File: src/dss_map.svh
`ifndef DSS_MAP_SVH
`define DSS_MAP_SVH

// ==================================================
// data path widths and shift amount fields
`define DSS_XLEN          64
`define DSS_AMT_W         7
`define DSS_AMT_BIG_BIT   6
`define DSS_SIGN_BIT      63

// ==================================================
// segment buffer geometry: the tag is the effective address top 36 bits
`define DSS_SB_ENTRIES    16
`define DSS_SB_IDX_W      4
`define DSS_ESID_W        36
`define DSS_ESID_LSB      28
`define DSS_SB_VALID_RST  16'h0000

// ==================================================
// first condition field bit positions {lt, gt, eq, so}
`define DSS_CR_LT         3
`define DSS_CR_GT         2
`define DSS_CR_EQ         1
`define DSS_CR_SO         0

// ==================================================
// extended opcode of the invalidate-all instruction (decoder side)
`define DSS_XO_SB_INV_ALL 10'h1F2

`endif

File: src/dss_pkg.sv
package dss_pkg;

   // ==================================================
   // operations handed over by the decoder
   typedef enum logic [2:0] {
      DSS_OP_RLDIMI = 3'h0,
      DSS_OP_SLD    = 3'h1,
      DSS_OP_SRD    = 3'h3,
      DSS_OP_DWORD_SHIFT_RIGHT_ARITH   = 3'h2,
      DSS_OP_SRADI  = 3'h6,
      DSS_OP_SB_ALL = 3'h7,
      DSS_OP_SB_EA  = 3'h5,
      DSS_OP_SB_IDX = 3'h4
   } dss_op_t;

   typedef struct packed {
      logic        valid;
      dss_op_t     op;
      logic        record_bit;
      logic [5:0]  shift_field;
      logic [5:0]  mask_begin;
      logic [63:0] source_gpr;
      logic [63:0] dest_gpr;
      logic [63:0] second_source_gpr;
   } dss_issue_t;

   typedef struct packed {
      logic        en;
      logic [3:0]  index;
      logic [35:0] esid;
   } dss_fill_t;

   typedef struct packed {
      logic              res_valid;
      logic [63:0]       result;
      logic              cr0_we;
      logic [3:0]        cr0;
      logic              ca_we;
      logic              carry_flag;
      logic              illegal_trap;
      logic              priv_trap;
      logic [15:0]       sb_valid;
      logic [15:0][35:0] sb_tag;
   } dss_state_t;

endpackage : dss_pkg

File: src/dss_unit.sv
// Functional notes
// - rotate-insert: rotate by shift field, mask mask_begin..63-shift, merge into dest.
// - record bit one updates first condition field; zero leaves it untouched.
// - on a 32-bit implementation the doubleword rotate/shift opcodes trap illegal.
// - segment-buffer invalidates trap illegal on the 32-bit implementation.
// - invalidate-all clears every segment buffer entry, relocate bits ignored.
// - invalidate-by-address searches by second source, invalidates matches, ignores block translation.
// - invalidate-by-index clears entry N given by second source, relocate bits ignored.
// - the three invalidates are privileged: supervisor state only.
// - invalidates never consult the address space register.
// - shift-left by 7-bit amount, zero fill; amounts 64..127 give zero.
// - logical shift-right by 7-bit amount, zero fill; 64 or more gives zero.
// - arithmetic shift-right fills with sign; carry only if negative and ones lost.
// - arithmetic shift-right by zero passes source and clears carry.
// - register arithmetic shift by 64..127 gives all sign bits, carry equals sign.
`timescale 1ns/1ps
`include "dss_map.svh"

module dss_unit (
   input  wire logic                clk,               // core clock, 10 MHz
   input  wire logic                reset,             // async, active high
   input  wire dss_pkg::dss_issue_t issue,             // decoded instruction and operands
   input  wire dss_pkg::dss_fill_t  fill,              // segment buffer load port
   input  wire logic                impl64,            // 1: 64-bit ops execute
   input  wire logic                supervisor,        // machine in supervisor state
   input  wire logic                summary_ovf,       // fixed-point summary overflow
   output logic                     res_valid,         // one-cycle completion pulse
   output logic [63:0]              result,            // value for dest_gpr
   output logic                     cr0_we,            // first_condition_field write
   output logic [3:0]               cr0,               // {lt, gt, eq, so}
   output logic                     ca_we,             // carry_flag write
   output logic                     carry_flag,        // new carry value
   output logic                     illegal_trap,      // illegal-instruction pulse
   output logic                     priv_trap,         // privileged-op program pulse
   output logic [15:0]              sb_valid           // segment buffer valid bits
);

   dss_pkg::dss_state_t st_reg;
   dss_pkg::dss_state_t st_next;

   logic [63:0] rot;
   logic [63:0] msk;
   logic [6:0]  amt;
   logic [5:0]  mask_end;
   logic        is_shift;
   logic        is_sb;
   logic        exec;
   logic        sign;
   logic [63:0] sra_res;
   logic [63:0] lost_mask;
   logic [15:0] hit_vec;
   logic [63:0] res;
   logic        ca;

   // ==================================================
   // rotate and mask for the insert form
   always_comb begin
      mask_end = 6'h3F - issue.shift_field;
   end

   dss_rotl64 u_rot (
      .din  (issue.source_gpr),
      .amt  (issue.shift_field),
      .dout (rot)
   );

   dss_mask64 u_msk (
      .mb   (issue.mask_begin),
      .me   (mask_end),
      .mask (msk)
   );

   // ==================================================
   // operand classification and the shift data path
   always_comb begin
      is_shift = issue.valid && (issue.op inside {dss_pkg::DSS_OP_RLDIMI,
                 dss_pkg::DSS_OP_SLD, dss_pkg::DSS_OP_SRD,
                 dss_pkg::DSS_OP_DWORD_SHIFT_RIGHT_ARITH, dss_pkg::DSS_OP_SRADI});
      is_sb    = issue.valid && !is_shift;
      exec     = impl64 && (is_shift || (is_sb && supervisor));
      sign     = issue.source_gpr[`DSS_SIGN_BIT];
      // immediate form can never reach 64, so its top amount bit is zero
      amt = (issue.op == dss_pkg::DSS_OP_SRADI) ? {1'b0, issue.shift_field}
                                                : issue.second_source_gpr[6:0];
      sra_res   = 64'($signed(issue.source_gpr) >>> amt[5:0]);
      lost_mask = ~({64{1'b1}} << amt[5:0]);
      res = 64'h0000_0000_0000_0000;
      ca  = 1'b0;
      unique case (issue.op)
         dss_pkg::DSS_OP_RLDIMI: begin
            res = (rot & msk) | (issue.dest_gpr & ~msk);
         end
         dss_pkg::DSS_OP_SLD: begin
            res = amt[`DSS_AMT_BIG_BIT] ? 64'h0000_0000_0000_0000
                                        : issue.source_gpr << amt[5:0];
         end
         dss_pkg::DSS_OP_SRD: begin
            res = amt[`DSS_AMT_BIG_BIT] ? 64'h0000_0000_0000_0000
                                        : issue.source_gpr >> amt[5:0];
         end
         dss_pkg::DSS_OP_DWORD_SHIFT_RIGHT_ARITH, dss_pkg::DSS_OP_SRADI: begin
            if (amt[`DSS_AMT_BIG_BIT]) begin
               res = {64{sign}};
               ca  = sign;
            end else begin
               res = sra_res;
               // zero amount gives an empty lost mask, so carry clears
               ca  = sign && |(issue.source_gpr & lost_mask);
            end
         end
         default: begin
            res = 64'h0000_0000_0000_0000;
            ca  = 1'b0;
         end
      endcase
   end

   // ==================================================
   // segment buffer search; relocate bits and address space register
   // are deliberately not inputs, so they cannot steer invalidation
   always_comb begin
      for (int i = 0; i < `DSS_SB_ENTRIES; i++) begin
         hit_vec[i] = st_reg.sb_valid[i] && (st_reg.sb_tag[i] ==
            issue.second_source_gpr[63:`DSS_ESID_LSB]);
      end
   end

   // ==================================================
   // next state
   always_comb begin
      st_next              = st_reg;
      st_next.res_valid    = 1'b0;
      st_next.cr0_we       = 1'b0;
      st_next.ca_we        = 1'b0;
      st_next.illegal_trap = issue.valid && !impl64;
      st_next.priv_trap    = is_sb && impl64 && !supervisor;
      if (is_shift && impl64) begin
         st_next.res_valid = 1'b1;
         st_next.result    = res;
         if (issue.record_bit) begin
            st_next.cr0_we = 1'b1;
            st_next.cr0[`DSS_CR_LT] = res[`DSS_SIGN_BIT];
            st_next.cr0[`DSS_CR_GT] = !res[`DSS_SIGN_BIT] && (res != 64'h0);
            st_next.cr0[`DSS_CR_EQ] = (res == 64'h0000_0000_0000_0000);
            st_next.cr0[`DSS_CR_SO] = summary_ovf;
         end
         if (issue.op inside {dss_pkg::DSS_OP_DWORD_SHIFT_RIGHT_ARITH, dss_pkg::DSS_OP_SRADI}) begin
            st_next.ca_we      = 1'b1;
            st_next.carry_flag = ca;
         end
      end
      if (is_sb && exec) begin
         st_next.res_valid = 1'b1;
         unique case (issue.op)
            dss_pkg::DSS_OP_SB_ALL: begin
               st_next.sb_valid = `DSS_SB_VALID_RST;
            end
            dss_pkg::DSS_OP_SB_EA: begin
               st_next.sb_valid = st_reg.sb_valid & ~hit_vec;
            end
            dss_pkg::DSS_OP_SB_IDX: begin
               // an index beyond the buffer touches nothing
               if (issue.second_source_gpr[63:`DSS_SB_IDX_W] == '0) begin
                  st_next.sb_valid[issue.second_source_gpr[3:0]] = 1'b0;
               end
            end
            default: begin
               st_next.sb_valid = st_reg.sb_valid;
            end
         endcase
      end
      // a load in the same cycle as an invalidate wins
      if (fill.en) begin
         st_next.sb_valid[fill.index] = 1'b1;
         st_next.sb_tag[fill.index]   = fill.esid;
      end
   end

   always_ff @(posedge clk or posedge reset) begin
      if (reset) begin
         st_reg <= '0;
      end else begin
         st_reg <= st_next;
      end
   end

   always_comb begin
      res_valid    = st_reg.res_valid;
      result       = st_reg.result;
      cr0_we       = st_reg.cr0_we;
      cr0          = st_reg.cr0;
      ca_we        = st_reg.ca_we;
      carry_flag   = st_reg.carry_flag;
      illegal_trap = st_reg.illegal_trap;
      priv_trap    = st_reg.priv_trap;
      sb_valid     = st_reg.sb_valid;
   end

   logic        go_rl;
   logic        go_sh;
   logic [63:0] ref_rot;
   always_comb begin
      go_rl   = issue.valid && impl64 && issue.op == dss_pkg::DSS_OP_RLDIMI;
      go_sh   = is_shift && impl64;
      ref_rot = (issue.source_gpr << issue.shift_field) |
                (issue.source_gpr >> (7'h40 - {1'b0, issue.shift_field}));
   end
endmodule : dss_unit

File: src/dss_rotl64.sv
`timescale 1ns/1ps
`include "dss_map.svh"

module dss_rotl64 (
   input  wire logic [63:0] din,     // value to rotate
   input  wire logic [5:0]  amt,     // left rotate count
   output logic      [63:0] dout     // rotated value
);

   logic [127:0] dbl;

   // ==================================================
   // rotate by shifting a doubled copy; no wrap logic needed
   always_comb begin
      dbl  = {din, din} << amt;
      dout = dbl[127:64];
   end

endmodule : dss_rotl64

File: src/dss_mask64.sv
`timescale 1ns/1ps
`include "dss_map.svh"

module dss_mask64 (
   input  wire logic [5:0]  mb,      // first one bit, msb-first numbering
   input  wire logic [5:0]  me,      // last one bit, msb-first numbering
   output logic      [63:0] mask     // generated mask, lsb-first vector
);

   logic [63:0] from_b;
   logic [63:0] to_e;
   logic [6:0]  e_plus;

   // ==================================================
   // msb-first bit k is vector bit 63-k; begin past end wraps around
   always_comb begin
      e_plus = {1'b0, me} + 7'h01;
      from_b = {64{1'b1}} >> mb;
      to_e   = ~({64{1'b1}} >> e_plus);
      mask   = (mb <= me) ? (from_b & to_e) : (from_b | to_e);
   end

endmodule : dss_mask64

File: config.mk
export PLATFORM = sky130hd
export DESIGN_NAME = dss_unit
export DESIGN_NICKNAME = d
export VERILOG_FILES = /design/src/dss_pkg.sv /design/src/dss_unit.sv /design/src/dss_rotl64.sv /design/src/dss_mask64.sv
export VERILOG_INCLUDE_DIRS = /design/src
export SDC_FILE = /design/constraint.sdc
export NUM_CORES = 2
export LEC_CHECK = 0
export ABC_AREA = 1
export BUFFER_PORTS_ARGS = -buffer_cell sky130_fd_sc_hd__buf_4
export CORE_MARGIN = 1.5
export CORE_UTILIZATION = 51
export DETAILED_ROUTE_END_ITERATION = 10
export GPL_ROUTABILITY_DRIVEN = 1
export HOLD_SLACK_MARGIN = 0.1
export MAX_ROUTING_LAYER = met4
export PLACE_DENSITY = 0.69
export REMOVE_ABC_BUFFERS = 1
export SYNTH_ARGS = -nofsm -noshare
export SYNTH_HDL_FRONTEND = slang
export SYNTH_SLANG_ARGS = --single-unit
File: constraint.sdc
create_clock -name clk -period 55.5 [get_ports clk]
set_input_delay 11.1 -clock clk [delete_from_list [all_inputs] [get_ports clk]]
set_output_delay 11.1 -clock clk [all_outputs]
set_load 0.02 [all_outputs]
==> impl_metrics.yaml <==
drt:
  routed_wl_um: 261000
  wl_met1_um: 93400
  vias: 58139
  drc: 0
  top_layer: "met4"
  drt_iter0_drc: 10210
  met3_length_um: 32200
  first_pass_iters: 10
  detail-route-antenna-nets: 0
  avgViaCountPerCell: 6.65
  wl_per_cell_um: 29.9
  met2WireLength_um: 108000
worst_setup_path:
  endpoint_kind: "register"
  critPathBufInv: 6
  worst_path_largest_cell_delay_ns: 0.66
  worstPathRequired_ns: 56.07
  rrSetupSlack_ns: 52.31
  worst-setup-path-type: "in2reg"
  worstRegToRegCells: 8
  crit_family: "simple AND/OR/NAND/NOR gates"
  startpoint_type: "input pin"
  crit-reg2reg-capture: "sb_valid[6]"
  crit_slowest_cell: "buf_4"
  crit_path_max_fanout: 62
  worstPathArrival_ns: 16.54
  cpMostUsedCell: "nand2_1"
logic_synthesis:
  yosys-top-cells-area: "dfrtp_1 34%, nand2_1 17%, nand3_1 16%"
  seq_area_frac_synth: 0.337
  synth_common_cells: "2,176 x nand2_1, 1,565 x nand3_1, 805 x o21ai_0, 666 x dfrtp_1, 327 x clkbuf_1"
  async_reset_ff_frac: 1.00
  synthMostInstantiatedCell: "nand2_1"
  synth_cells: 7493
  ys.flop_type: "dfrtp_1"
  netlist_area_sq_um: 49500
  synth_top_area_cell: "dfrtp_1"
  yosys_warnings: 0
  ys_types: 51
  synth-edff-count: 0
  syn_area_per_cell_sq_um: 6.60
  synth_top_area_share: 0.337
  ys_ff_latch: 666
timing:
  worstMarginPinSlew_ns: 1.27
  final_hold_viol_count: 0
  fin_crit_ns: 15.97
  final.setup_skew_ns: 0.0277
  setup_ws_ns: 39.53
  fmax_ghz: 0.0626
  relSlewSlack: 0.152
  slew_viol_final: 0
  finalSetupViolCount: 0
  fin_crit_sh: 0.288
  rsz0062_at_grt: "no"
  setup_tns_ns: 0
clock_tree:
  cts_sinks: 666
  cts_tree: "yes"
  htree_levels: 3
  clk_latency_ns: 0.66
  cts_root_buf: "clkbuf_16"
  clk_pin_slew_ns: 0.06
  hold_buffers: 0
  ctsLongestPathBuffers: 3
  cts_setup_buffers: 0
  cts_buffers: 73
  ctsResizeCount: 0
power:
  leakage_nw: 25.4
  power_w: 0.00174
  ir_drop_mv: 0.0289
  p_per_area_nw_per_um2: 32.1
die:
  initial_utilization: 0.513
  num_rows: 114
  fp.dieH_um: 314
  core_area_sq_um: 96400
  num_io_pins: 345
  fp.dieW_um: 314
  die-area_sq_um: 98800
placement:
  dp_worst_setup_slack_ns: 39.08
  dp_hpwl_um: 189000
  gp_congestion: 1.18
  io_buffers: 344
grt:
  overflow: 0
  grt_pass1_wl_um: 370000
  grt_max_degree: 173
  grt_pass1_vias: 52870
  antenna_found_initial: 6
  grt_usage: 0.530
layout:
  area_delta_synth_final_pct: 9.53
  layout-drive-gt1-share: 0.102
  nets: 7660
hold_path:
  min_to: "sb_valid[9]"
  hold_path.startpoint: "sb_valid[9]"
  worstHoldPathType: "reg2reg"
  hold_depth: 2
job:
  drv_cap: 0
status:
  status: "complete, no violations"
-- how the worst max path moves through the flow --
stage               cells past startpoint  slack (ns)         to        from
floorplan                               1       25.73  async pin       reset
global placement                       26       39.14     cr0[2]  issue[205]
detailed placement                     26       39.08     cr0[2]  issue[205]
CTS                                    26       39.77     cr0[2]  issue[205]
global route                           26       39.34     cr0[2]  issue[205]
finish                                 26       39.53     cr0[2]  issue[205]
-- worst register-to-register path, delay by kind of cell (launching register included) --
kind	cells	cell delay [ns]
flops	1	0.44
simple gates	6	1.95
compound gates	2	0.68
-- area by class of cell --
type                            instances  area [sq um]
Antenna cell                            8          20.0
Multi-Input combinational cell       5908         29000
Fill cell                            9371         42300
Timing Repair Buffer                  429          3230
Sequential cell                       666         16700
Inverter                              321          1220
Clock buffer                          107          2150
Tap cell                             1276          1600
Clock inverter                         25           328
-- logic make-up (layout without fill, tap and decap cells) --
kind of cell / count (synthesis) / in the layout / share of synthesized area
compound gates: 1130 / 1130 / 0.125
flops: 666 / 666 / 0.337
xor+xnor: 342 / 342 / 0.0606
fa+ha+maj: 6 / 6 / 0.00152
buf+inv: 919 / 882 / 0.0799
simple gates: 4430 / 4430 / 0.396
other cells: 0 / 8 / 0
-- report_power, final --
group	internal, W	switching [W]	total (W)
logic	0.000191	0.000376	0.000568
clock network	0.000294	0.000216	0.000510
registers	0.000584	0.0000779	0.000662
-- per-layer routing --
layer / up-vias / global-route usage
met5: - / -
met2: 4835 / 0.750
met4: 0 / 0.444
met3: 1215 / 0.117
li1: 24943 / -
met1: 27146 / 0.644
-- layout by cell type (no fill, tap or decap), types with 8 or more instances in the layout --
cell | netlist | layout
nand2_1 | 2176 | 2164
nand3_1 | 1565 | 1561
o21ai_0 | 805 | 805
dfrtp_1 | 666 | 666
buf_4 | 91 | 428
nor2_1 | 309 | 306
xnor2_1 | 305 | 305
inv_1 | 299 | 293
a21oi_1 | 146 | 146
or2_2 | 144 | 144
nand4_1 | 124 | 124
clkbuf_16 | 0 | 74
o2111ai_1 | 72 | 72
nor4_1 | 47 | 47
xor2_1 | 37 | 37
nor3_1 | 23 | 20
nand2_2 | 5 | 17
inv_2 | 12 | 17
o21ai_1 | 18 | 17
clkbuf_8 | 0 | 17
clkbuf_1 | 327 | 16
o41ai_1 | 15 | 15
o211ai_1 | 15 | 15
nand3b_1 | 15 | 15
a31oi_1 | 13 | 13
nor2_2 | 9 | 10
a2111oi_0 | 9 | 9
o221ai_1 | 9 | 9
clkinv_2 | 0 | 9
diode_2 | 0 | 8
clkinv_1 | 9 | 8
-- per-stage QoR --
stage	util	hold slack, ns	area (sq um)	cells
floorplan	-	0.453	46700	6895
global placement	0.536	0.458	51700	8600
detailed placement	0.536	0.464	51700	8600
CTS	0.562	0.479	54100	8732
global route	0.562	0.499	54200	8738
finish	0.562	0.476	54200	8740
Power figures use the tool's default switching activity.
